**src/common/zc_pkg.sv**
```systemverilog
/*
 * Constants and carrier types for the zero-cross detector digital side.
 * Assumes a single 100 MHz clock and a byte-wide register port.
 */
`default_nettype none

package zc_pkg;

    localparam logic [1:0] OFF_PRIMARY_CONTROL = 2'h0;
    localparam logic [1:0] OFF_IRQ_CONTROL = 2'h2;
    localparam logic [1:0] OFF_STATUS = 2'h3;
    localparam logic [1:0] OFF_IRQ_MASK = 2'h1;

    localparam int BIT_ENABLE = 0;
    localparam int BIT_INVERT = 3;
    localparam int BIT_PIN_DRIVE = 6;
    localparam int BIT_STANDBY = 7;
    localparam int BIT_FLAG = 0;
    localparam int BIT_STATE = 4;

    localparam logic [7:0] RST_PRIMARY_CONTROL = 8'h00;
    localparam logic [1:0] RST_IRQ_EDGE = 2'h0;
    localparam logic RST_IRQ_MASK = 1'b1;

    localparam int SYNC_STAGES = 3;

    typedef enum logic [1:0]
    {
        EDGE_NONE = 2'h0,
        EDGE_RISING = 2'h1,
        EDGE_FALLING = 2'h2,
        EDGE_BOTH = 2'h3
    } irq_edge_e;

    typedef struct packed
    {
        logic [1:0] addr;
        logic [7:0] wdata;
        logic wr;
        logic rd;
    } reg_req_s;

endpackage : zc_pkg

`default_nettype wire

```
**src/hdl/zc_sync.sv**
```systemverilog
/*
 * Multi-stage synchroniser for one asynchronous level.
 * Assumes the input may change at any time relative to clock_i.
 */
`timescale 1ns/1ps
`default_nettype none

module zc_sync
#(
    parameter int STAGES = 3
)
(
    input wire logic clock_i,
    input wire logic rst_n_i,
    input wire logic async_i,
    output logic sync_o
);

    logic [STAGES-1:0] chain_q;

    // Only the last stage leaves the module; earlier stages may be metastable
    always_ff @(posedge clock_i)
    begin
        if (!rst_n_i)
            chain_q <= '0;
        else
            chain_q <= {chain_q[STAGES-2:0], async_i};
    end

    assign sync_o = chain_q[STAGES-1];

endmodule : zc_sync

`default_nettype wire

```
**src/hdl/zero_cross_edge_detector.sv**
```systemverilog
/*
 * Digital side of the zero-cross detector: control, polarity, event line,
 * pin drive, state synchroniser, edge flag and interrupt.
 * Assumes the analog comparator result arrives asynchronously on
 * comp_raw_i and that the pad is configured for analog use by software.
 */
// Summary of operation
// Software sets sense pin analog, no pulls.
// Pin drive enable routes output to pin.
// Enable bit turns detector on.
// Output may be invalid during start-up.
// State reads 1 above threshold, 0 below.
// Invert reverses output and state polarity.
// Edges judged on polarity-adjusted output.
// One asynchronous level event output.
// No event inputs accepted.
// Configured edge sets crossing flag.
// Edge select field gates interrupts.
// Interrupt needs source enabled and flag set.
// Interrupt holds until flag cleared.
// Edge select codes none/rise/fall/both 0-3.
// Write one clears flag; zero ignored.
// State lags output by three cycles.
// Standby bit keeps outputs running.
// Flag edges from consecutive synced samples.
// Disabled means stable inactive, no flags.
`timescale 1ns/1ps
`default_nettype none

module zero_cross_edge_detector
(
    input wire logic clock_i,
    input wire logic rst_n_i,
    input wire logic comp_raw_i,
    input wire logic standby_i,
    input wire logic [1:0] reg_addr_i,
    input wire logic [7:0] reg_wdata_i,
    input wire logic reg_wr_i,
    input wire logic reg_rd_i,
    output logic [7:0] reg_rdata_o,
    output logic cross_detect_output_o,
    output logic pin_out_o,
    output logic pin_oe_n_o,
    output logic event_level_o,
    output logic irq_o
);

    zc_pkg::reg_req_s req;
    assign req = '{addr: reg_addr_i, wdata: reg_wdata_i,
                   wr: reg_wr_i, rd: reg_rd_i};

    logic enable_q;
    logic invert_q;
    logic pin_drive_enable_q;
    logic keep_running_in_standby_q;
    zc_pkg::irq_edge_e irq_edge_select_q;
    logic irq_mask_q;
    logic crossing_flag_q;
    logic state_prev_q;
    logic [7:0] rdata_q;

    wire wr_ctrl = req.wr && (req.addr == zc_pkg::OFF_PRIMARY_CONTROL);
    wire wr_irqc = req.wr && (req.addr == zc_pkg::OFF_IRQ_CONTROL);
    wire wr_mask = req.wr && (req.addr == zc_pkg::OFF_IRQ_MASK);
    wire wr_stat = req.wr && (req.addr == zc_pkg::OFF_STATUS);

    // Unit is live when enabled, unless standby stops it and no keep-running
    wire unit_active = enable_q &&
        (!standby_i || keep_running_in_standby_q);

    // Asynchronous path: comparator through polarity to event and pin
    wire adjusted_raw = unit_active & (comp_raw_i ^ invert_q);
    assign cross_detect_output_o = adjusted_raw;
    assign event_level_o = adjusted_raw;
    assign pin_out_o = adjusted_raw & pin_drive_enable_q;
    assign pin_oe_n_o = ~(pin_drive_enable_q & unit_active);

    // Start-up glitches are not masked: software waits out start-up
    wire state_sync;
    zc_sync #(.STAGES(zc_pkg::SYNC_STAGES)) u_sync
    (
        .clock_i(clock_i),
        .rst_n_i(rst_n_i),
        .async_i(adjusted_raw),
        .sync_o(state_sync)
    );

    wire rise_seen = state_sync & ~state_prev_q;
    wire fall_seen = ~state_sync & state_prev_q;
    wire edge_hit =
        ((irq_edge_select_q == zc_pkg::EDGE_RISING) && rise_seen) ||
        ((irq_edge_select_q == zc_pkg::EDGE_FALLING) && fall_seen) ||
        ((irq_edge_select_q == zc_pkg::EDGE_BOTH) &&
         (rise_seen || fall_seen));
    wire flag_set = edge_hit && unit_active;
    wire flag_clr = wr_stat && req.wdata[zc_pkg::BIT_FLAG];

    always_ff @(posedge clock_i)
    begin
        if (!rst_n_i)
        begin
            enable_q <= zc_pkg::RST_PRIMARY_CONTROL[zc_pkg::BIT_ENABLE];
            invert_q <= zc_pkg::RST_PRIMARY_CONTROL[zc_pkg::BIT_INVERT];
            pin_drive_enable_q <=
                zc_pkg::RST_PRIMARY_CONTROL[zc_pkg::BIT_PIN_DRIVE];
            keep_running_in_standby_q <=
                zc_pkg::RST_PRIMARY_CONTROL[zc_pkg::BIT_STANDBY];
        end
        else if (wr_ctrl)
        begin
            enable_q <= req.wdata[zc_pkg::BIT_ENABLE];
            invert_q <= req.wdata[zc_pkg::BIT_INVERT];
            pin_drive_enable_q <= req.wdata[zc_pkg::BIT_PIN_DRIVE];
            keep_running_in_standby_q <= req.wdata[zc_pkg::BIT_STANDBY];
        end
    end

    always_ff @(posedge clock_i)
    begin
        if (!rst_n_i)
        begin
            irq_edge_select_q <= zc_pkg::irq_edge_e'(zc_pkg::RST_IRQ_EDGE);
            irq_mask_q <= zc_pkg::RST_IRQ_MASK;
        end
        else
        begin
            if (wr_irqc)
                irq_edge_select_q <= zc_pkg::irq_edge_e'(req.wdata[1:0]);
            if (wr_mask)
                irq_mask_q <= req.wdata[0];
        end
    end

    // Set beats a same-cycle clear so no crossing is lost
    always_ff @(posedge clock_i)
    begin
        if (!rst_n_i)
        begin
            crossing_flag_q <= 1'b0;
            state_prev_q <= 1'b0;
        end
        else
        begin
            state_prev_q <= state_sync;
            if (flag_set)
                crossing_flag_q <= 1'b1;
            else if (flag_clr)
                crossing_flag_q <= 1'b0;
        end
    end

    // Level request; drops only when the flag is cleared, the source disabled or the mask cleared
    assign irq_o = crossing_flag_q && irq_mask_q &&
        (irq_edge_select_q != zc_pkg::EDGE_NONE);

    wire [7:0] rd_ctrl = {keep_running_in_standby_q, pin_drive_enable_q,
                          2'h0, invert_q, 2'h0, enable_q};
    wire [7:0] rd_irqc = {6'h00, irq_edge_select_q};
    wire [7:0] rd_mask = {7'h00, irq_mask_q};
    wire [7:0] rd_stat = {3'h0, state_sync, 3'h0, crossing_flag_q};
    wire [7:0] rd_mux =
        (req.addr == zc_pkg::OFF_PRIMARY_CONTROL) ? rd_ctrl :
        (req.addr == zc_pkg::OFF_IRQ_CONTROL) ? rd_irqc :
        (req.addr == zc_pkg::OFF_IRQ_MASK) ? rd_mask : rd_stat;

    always_ff @(posedge clock_i)
    begin
        if (!rst_n_i)
            rdata_q <= 8'h00;
        else if (req.rd)
            rdata_q <= rd_mux;
        else
            rdata_q <= 8'h00;
    end

    assign reg_rdata_o = rdata_q;

    AST_EDGE_SETS_FLAG: assert property (@(posedge clock_i)
        disable iff (!rst_n_i)
        flag_set |=> crossing_flag_q)
        else $error("Crossing edge did not set the flag");

    AST_CLEAR_ONE: assert property (@(posedge clock_i)
        disable iff (!rst_n_i)
        flag_clr && !flag_set |=> !crossing_flag_q)
        else $error("Write one did not clear the flag");

    AST_CLEAR_ZERO: assert property (@(posedge clock_i)
        disable iff (!rst_n_i)
        crossing_flag_q && !flag_clr |=> crossing_flag_q)
        else $error("Flag dropped without a clearing write");

    AST_IRQ_NEEDS_FLAG: assert property (@(posedge clock_i)
        disable iff (!rst_n_i)
        irq_o |-> crossing_flag_q && irq_edge_select_q != zc_pkg::EDGE_NONE)
        else $error("Interrupt without flag or enabled source");

    AST_IRQ_HOLDS: assert property (@(posedge clock_i)
        disable iff (!rst_n_i)
        irq_o && !flag_clr && !wr_irqc && !wr_mask |=> irq_o)
        else $error("Interrupt deasserted on its own");

    AST_STATE_LAG: assert property (@(posedge clock_i)
        disable iff (!rst_n_i)
        ##3 state_sync == $past(adjusted_raw, 3))
        else $error("State bit lag is not three cycles");

    AST_RISE_ONLY: assert property (@(posedge clock_i)
        disable iff (!rst_n_i)
        irq_edge_select_q == zc_pkg::EDGE_RISING && fall_seen |-> !flag_set)
        else $error("Falling edge flagged in rising mode");

    AST_DISABLED_QUIET: assert property (@(posedge clock_i)
        disable iff (!rst_n_i)
        !enable_q |-> !event_level_o && !flag_set && !pin_out_o)
        else $error("Disabled unit produced activity");

    AST_NO_PIN: assert property (@(posedge clock_i)
        disable iff (!rst_n_i)
        !pin_drive_enable_q |-> pin_oe_n_o && !pin_out_o)
        else $error("Pin driven without drive enable");

    AST_FALL_ONLY: assert property (@(posedge clock_i)
        disable iff (!rst_n_i)
        irq_edge_select_q == zc_pkg::EDGE_FALLING && rise_seen |-> !flag_set)
        else $error("Rising edge flagged in falling mode");

    AST_NONE_NO_FLAG: assert property (@(posedge clock_i)
        disable iff (!rst_n_i)
        irq_edge_select_q == zc_pkg::EDGE_NONE |-> !flag_set)
        else $error("Edge flagged with no edge selected");

    AST_BOTH_FLAGS: assert property (@(posedge clock_i)
        disable iff (!rst_n_i)
        irq_edge_select_q == zc_pkg::EDGE_BOTH && unit_active &&
        (rise_seen || fall_seen) |=> crossing_flag_q)
        else $error("Edge missed in both-edges mode");

    AST_RISE_ONCE: assert property (@(posedge clock_i)
        disable iff (!rst_n_i)
        rise_seen |=> !rise_seen)
        else $error("One rising transition seen twice");

    AST_FALL_ONCE: assert property (@(posedge clock_i)
        disable iff (!rst_n_i)
        fall_seen |=> !fall_seen)
        else $error("One falling transition seen twice");

    AST_STATE_OFF: assert property (@(posedge clock_i)
        disable iff (!rst_n_i)
        (!enable_q) [*4] |-> !state_sync)
        else $error("State bit active while disabled");

    AST_READ_STATUS: assert property (@(posedge clock_i)
        disable iff (!rst_n_i)
        req.rd && req.addr == zc_pkg::OFF_STATUS |=>
        reg_rdata_o[zc_pkg::BIT_STATE] == $past(state_sync) &&
        reg_rdata_o[zc_pkg::BIT_FLAG] == $past(crossing_flag_q))
        else $error("Status read does not show state and flag");

    AST_READ_CTRL: assert property (@(posedge clock_i)
        disable iff (!rst_n_i)
        req.rd && req.addr == zc_pkg::OFF_PRIMARY_CONTROL |=>
        reg_rdata_o[zc_pkg::BIT_ENABLE] == $past(enable_q) &&
        reg_rdata_o[zc_pkg::BIT_INVERT] == $past(invert_q))
        else $error("Control read does not show enable and invert");

    AST_ENABLE_ON: assert property (@(posedge clock_i)
        disable iff (!rst_n_i)
        wr_ctrl && req.wdata[zc_pkg::BIT_ENABLE] |=> enable_q)
        else $error("Writing one did not enable the unit");

    AST_ENABLE_OFF: assert property (@(posedge clock_i)
        disable iff (!rst_n_i)
        wr_ctrl && !req.wdata[zc_pkg::BIT_ENABLE] |=> !enable_q)
        else $error("Writing zero did not leave the unit off");

    AST_INVERT_ON: assert property (@(posedge clock_i)
        disable iff (!rst_n_i)
        wr_ctrl && req.wdata[zc_pkg::BIT_INVERT] |=> invert_q)
        else $error("Writing one did not select inversion");

    AST_PIN_DRIVE: assert property (@(posedge clock_i)
        disable iff (!rst_n_i)
        pin_drive_enable_q && unit_active |->
        !pin_oe_n_o && pin_out_o == cross_detect_output_o)
        else $error("Output not routed to the pin");

    AST_STANDBY_KEEP: assert property (@(posedge clock_i)
        disable iff (!rst_n_i)
        enable_q && keep_running_in_standby_q |->
        cross_detect_output_o == (comp_raw_i ^ invert_q))
        else $error("Keep-running unit stopped in standby");

    AST_STANDBY_STOP: assert property (@(posedge clock_i)
        disable iff (!rst_n_i)
        standby_i && !keep_running_in_standby_q |->
        !cross_detect_output_o && !flag_set)
        else $error("Unit active in standby without keep-running");

    AST_IRQ_ON: assert property (@(posedge clock_i)
        disable iff (!rst_n_i)
        crossing_flag_q && irq_mask_q &&
        irq_edge_select_q != zc_pkg::EDGE_NONE |-> irq_o)
        else $error("Interrupt missing with flag set and source on");

    AST_MODE_RISING: assert property (@(posedge clock_i)
        disable iff (!rst_n_i)
        wr_irqc && req.wdata[1:0] == 2'h1 |=>
        irq_edge_select_q == zc_pkg::EDGE_RISING)
        else $error("Code one did not select rising edges");

    AST_FLAG_NEEDS_EDGE: assert property (@(posedge clock_i)
        disable iff (!rst_n_i)
        !crossing_flag_q && !flag_set |=> !crossing_flag_q)
        else $error("Flag set without a crossing");

    AST_SET_WINS: assert property (@(posedge clock_i)
        disable iff (!rst_n_i)
        flag_set && flag_clr |=> crossing_flag_q)
        else $error("Clearing write hid a same-cycle crossing");

endmodule : zero_cross_edge_detector

`default_nettype wire
```
**config.mk**
```make
export PLATFORM = sky130hd
export DESIGN_NAME = zero_cross_edge_detector
export DESIGN_NICKNAME = d
export VERILOG_FILES = /design/src/common/zc_pkg.sv /design/src/hdl/zc_sync.sv /design/src/hdl/zero_cross_edge_detector.sv
export SDC_FILE = /design/constraint.sdc
export NUM_CORES = 1
export LEC_CHECK = 0
export ABC_AREA = 1
export BUFFER_PORTS_ARGS = -buffer_cell sky130_fd_sc_hd__buf_2
export CAP_MARGIN = 20
export CORE_MARGIN = 4
export CORE_UTILIZATION = 40
export CTS_CLUSTER_SIZE = 40
export DETAILED_ROUTE_END_ITERATION = 10
export PLACE_DENSITY = 0.67
export SLEW_MARGIN = 20
export SYNTH_ARGS = -nofsm -noshare
export SYNTH_HDL_FRONTEND = slang
export SYNTH_SLANG_ARGS = --single-unit
```
**constraint.sdc**
```tcl
create_clock -name clock_i -period 1.32 [get_ports clock_i]
set_input_delay 0.066 -clock clock_i [delete_from_list [all_inputs] [get_ports clock_i]]
set_output_delay 0.066 -clock clock_i [all_outputs]
set_load 0.02 [all_outputs]
```
### After elaboration in Yosys (flattened, before gate mapping)

Index checks and enable logic that the tools add are counted.

| word-level totals | value |
|---|---|
| register bits after elaboration | 20 |
| input bits | 16 |
| output and inout port bits | 13 |
| logic and storage cells | 59 |

| operators by class | value |
|---|---|
| equal/unequal tests | 6 |
| muxes and demuxes | 5 |
| bitwise gates (word level) | 11 |
| reductions and logical operators | 24 |

Operator list:

| cell | count |
|---|---|
| $logic_and A1 B1 Y1 | 12 |
| $mux W5 | 2 |
| $eq A2 B2 Y1 const B | 4 |
| $mux W8 | 1 |
| $and A1 B1 Y1 | 5 |
| $not A1 Y1 | 5 |
| $reduce_or A5 Y1 | 1 |
| $eq A2 B1 Y1 const B | 2 |
| $logic_or A1 B1 Y1 | 4 |
| $reduce_bool A2 Y1 | 2 |
| $reduce_or A4 Y1 | 1 |
| $reduce_or A3 Y1 | 1 |
| $logic_not A2 Y1 | 1 |
| $mux W1 | 2 |
| $reduce_and A2 Y1 | 1 |
| $logic_not A1 Y1 | 1 |
| $xor A1 B1 Y1 | 1 |

### Longest topological paths before layout

| depth | value |
|---|---|
| word-level depth | 7 |
| mapped depth | 7 |

### Modules after synthesis

Synthesis repeated with hierarchy kept, for this count alone.

| unflattened totals | value |
|---|---|
| cell total of the unflattened synthesis | 100 |
| area total of the unflattened synthesis | 764.5 µm² |

Modules (own cells, without submodules):

| module | times used | cells each | area an instance (µm²) | seq. area each (µm²) |
|---|---|---|---|---|
| zero_cross_edge_detector | 1 | 91 | 681.9 | 300.3 |
| zc_sync | 1 | 9 | 82.6 | 60.1 |

### Worst setup path after synthesis

OpenSTA, ideal clock, no wires.

| path | value |
|---|---|
| path type | register to output |
| start point | register irq_edge_select_q[0] |
| end point | output irq_o |
| arrival time | 0.985 ns |
| path slack | 0.269 ns |
| cell stages (with the launch flop) | 3 |
| buffers on the path | 0 |
| cells stage by stage | dfxtp_1 -> inv_1 -> a211oi_1 |

| on the way | value |
|---|---|
| word-level cells in the longest chain between the ends | 2 |

Ends and longest elaborated chain:

| element | RTL line | RTL |
|---|---|---|
| from (decl) | zero_cross_edge_detector.sv:56 | `zc_pkg::irq_edge_e irq_edge_select_q;` |
| from (signal assigned) | zero_cross_edge_detector.sv:122 | `irq_edge_select_q <= zc_pkg::irq_edge_e'(zc_pkg::RST_IRQ_EDGE);` |
| from (signal assigned) | zero_cross_edge_detector.sv:128 | `irq_edge_select_q <= zc_pkg::irq_edge_e'(req.wdata[1:0]);` |
| $reduce_bool A2 Y1 | zero_cross_edge_detector.sv:154 | `(irq_edge_select_q != zc_pkg::EDGE_NONE);` |
| $logic_and A1 B1 Y1 | zero_cross_edge_detector.sv:153 | `assign irq_o = crossing_flag_q && irq_mask_q &&` |
| to (decl) | zero_cross_edge_detector.sv:45 | `output logic irq_o` |

No other way between the ends.

### Worst setup path in the final report

| path | value |
|---|---|
| start point | register keep_running_in_standby_q |
| end point | output pin_out_o |

| on the way | value |
|---|---|
| word-level cells in the longest chain between the ends | 4 |

Ends and longest elaborated chain:

| element | RTL line | RTL |
|---|---|---|
| from (decl) | zero_cross_edge_detector.sv:55 | `logic keep_running_in_standby_q;` |
| from (signal assigned) | zero_cross_edge_detector.sv:106 | `keep_running_in_standby_q <=` |
| from (signal assigned) | zero_cross_edge_detector.sv:114 | `keep_running_in_standby_q <= req.wdata[zc_pkg::BIT_STANDBY];` |
| $logic_or A1 B1 Y1 | zero_cross_edge_detector.sv:69 | `(!standby_i \|\| keep_running_in_standby_q);` |
| $logic_and A1 B1 Y1 | zero_cross_edge_detector.sv:68 | `wire unit_active = enable_q &&` |
| $and A1 B1 Y1 | zero_cross_edge_detector.sv:72 | `wire adjusted_raw = unit_active & (comp_raw_i ^ invert_q);` |
| $and A1 B1 Y1 | zero_cross_edge_detector.sv:75 | `assign pin_out_o = adjusted_raw & pin_drive_enable_q;` |
| to (decl) | zero_cross_edge_detector.sv:42 | `output logic pin_out_o,` |

No other way between the ends.

==> impl_metrics.ini <==
[placement]
routabilityCongestion = 0.782
numPortBuffers = 23
dp.final_hpwl_mm = 1.13
dp_worst_setup_slack_ns = 0.270
placed_cells_incl_taps = 146

[yosys]
ys.warnings.count = 0
synthesis.instances = 101
synth_seq_area_share = 0.477
ys_seq_elements = 18
avgSynthCellArea_um2 = 7.48
ys_types = 18
syn-cell-area_um2 = 756

[power]
cellLeakagePower_nw = 0.483
pwr_density_cell_nw_per_um2 = 1080
post-layout-total-power_mw = 1.00
peakVddDrop_uv = 659

[drt]
post_detailed_routing_wire_length_mm = 1.42
detail_route.iter0.violations = 5
number_of_antenna_violating_nets_in_the_routed_design = 0
detailedRoute.firstPassIterationCount = 4
avgRoutedWirePerCell_um = 9.45
post_drt_via_cell_ratio = 4.53
route.vias.total = 680
drc = 0

[worst_setup_path]
cp-endpoint = pin_out_o
critPathMostFrequentCell = sky130_fd_sc_hd__nand2_2
arrival_ns = 1.15
reg2reg_setup_slack_ns = 0.26
slowest_delay_ns = 0.32
biggest_fanout_along_the_worst_timing_path = 3
worst_r2r_endpoint = crossing_flag_q
cpMaxStageDelayCell = sky130_fd_sc_hd__dfxtp_1
worstSetupStartpoint = keep_running_in_standby_q
path_cells = inv_1 -> nand2_1 -> nand2_2 -> inv_2 -> nand2_2 -> nor2_1 -> buf_4
critical_path.startpoint_type = flip-flop
crit_type = flip-flop to output pin
r2r_cells = 7
cp-end-kind = output pin
worst_r2r_startpoint = state_prev_q
critical_path_required_ns = 1.25

[sta]
final_min_period_over_clock_period = 0.921
fin_crit_ns = 1.22
timing.final.setup_violations = 0
drv_slew = 0
finClkSkew_ns = 0.00270
finalWorstSetupSlack_ns = 0.104
fmax_ghz = 0.822
timing.final.hold_violations = 0

[clock_tree]
ctsLongestPathBuffers = 2
cts_max_level = 1
cts.sinks = 18
number_of_clock_buffers_inserted_by_tritoncts = 3
clkTransAtPathRegs_ns = 0.10
hold_buffers = 0
clk_root_buffer_cell = sky130_fd_sc_hd__clkbuf_4
cts_tree = built
clock_latency_reported_for_the_late_side_of_the_worst_skew_pair_ns = 0.30

[flow_run]
max_cap_viols = 0

[status]
result_of_the_run = finished, final reports clean

[global_routing]
grt_first_pass_wirelength_mm = 2.28
grt_antenna_before_repair = 0
grt_overflow = 0
groute.usage.overall = 0.121
grt_pass1_vias = 565
grt_max_degree = 13

[layout]
drive_gt1_frac = 0.280
post_layout_nonfiller_instances = 150
postLayoutCoreUtil = 0.526
nets = 144
syn_to_final_growth_pct = 22.7
layout_common_cells = 20 x sky130_fd_sc_hd__inv_1, 20 x sky130_fd_sc_hd__buf_2, 16 x sky130_fd_sc_hd__nand2_1, 16 x sky130_fd_sc_hd__dfxtp_1
diodes = 0

[floorplanning]
io-pin-count = 29
die_area_um2 = 2650
row_count = 15
fp.dieW_um = 51.5
starting_density_of_the_core = 0.428
die-height_um = 51.5
placeableCoreArea_um2 = 1760

[min_path]
timing.hold.worst.class = input port to flip-flop
## worst max-delay path: cells and delay by family, from the launching register on
| kind | cells | cell delay (ns) |
|---|---|---|
| flip-flops | 1 | 0.32 |
| AND/OR/NAND/NOR | 4 | 0.28 |
| buffers and inverters | 3 | 0.25 |
## kinds of logic (layout without fill, tap and decap cells)
family          after synthesis  after routing  share of synthesized area
compound gates               21             21                      0.151
xor+xnor                      1              1                     0.0116
fa+ha+maj                     2              2                     0.0331
buf+inv                      25             48                      0.144
flops                        18             18                      0.477
other cells                   1              2                    0.00496
simple gates                 33             33                      0.179
## where the power goes
part	switching [mW]	internal [mW]	total (mW)	leakage, nW
clock network	0.171	0.168	0.339	0.0210
registers	0.00725	0.557	0.565	0.147
logic	0.0619	0.0355	0.0973	0.315
## layout make-up
cell class,instances,area (µm²)
Fill cell,196,837
Sequential cell,18,363
Multi-Input combinational cell,59,295
Timing Repair Buffer,23,123
Inverter,21,78.8
Clock buffer,4,36.3
Tap cell,25,31.3
## cell usage after synthesis, drive strengths merged
| cell type | count | share of area |
|---|---|---|
| nor2 | 9 | 0.048 |
| inv | 21 | 0.10 |
| buf | 4 | 0.040 |
| xor2 | 1 | 0.012 |
| o21ai | 11 | 0.078 |
| ha | 2 | 0.033 |
| o211ai | 1 | 0.0099 |
| nor3 | 2 | 0.013 |
| a211oi | 1 | 0.0099 |
| a21oi | 8 | 0.053 |
| dfxtp | 18 | 0.48 |
| conb | 1 | 0.0050 |
| nand2 | 19 | 0.098 |
| nand3 | 3 | 0.020 |
## sequential cells by signal, indices dropped and copies added (netlist names)
signal,cells
keep_running_in_standby_q,1
u_sync.chain_q,3
reg_rdata_o,6
crossing_flag_q,1
pin_drive_enable_q,1
state_prev_q,1
enable_q,1
irq_mask_q,1
irq_edge_select_q,2
invert_q,1
## stage by stage
| stage | hold WS (ns) | area, µm² | TNS [ns] |
|---|---|---|---|
| 2_1_floorplan | 0.204 | 759 | 0 |
| 4_1_cts | 0.0269 | 912 | 0 |
| 3_3_place_gp | 0.330 | 876 | 0 |
| 3_5_place_dp | 0.354 | 876 | 0 |
| 6_report | 0.0320 | 927 | 0 |
| 5_1_grt | 0.0152 | 927 | -0.00610 |
## what timing repair did
item,in CTS,in global routing
setup endpoints to repair,0,4
setup buffers,0,0
gates resized for setup,0,8
## routing by layer
layer  up-vias  global-route usage  part of all wire
met2        26               0.189              0.45
met4         0              0.0786             0.023
met3         5              0.0525             0.078
met1       293               0.133              0.45
li1        356                   -                 -
met5         -                   0                 0
## worst min path at each step
stage	from	end	slack, ns	cells past startpoint
6_report	reg_wdata_i[3]	invert_q	0.03	3
4_1_cts	reg_wdata_i[3]	invert_q	0.03	3
3_5_place_dp	reg_wdata_i[3]	invert_q	0.35	3
5_1_grt	reg_wdata_i[3]	invert_q	0.02	3
3_3_place_gp	reg_wdata_i[7]	keep_running_in_standby_q	0.33	3
2_1_floorplan	rst_n_i	irq_edge_select_q[1]	0.20	2
Power figures use the tool's default switching activity.
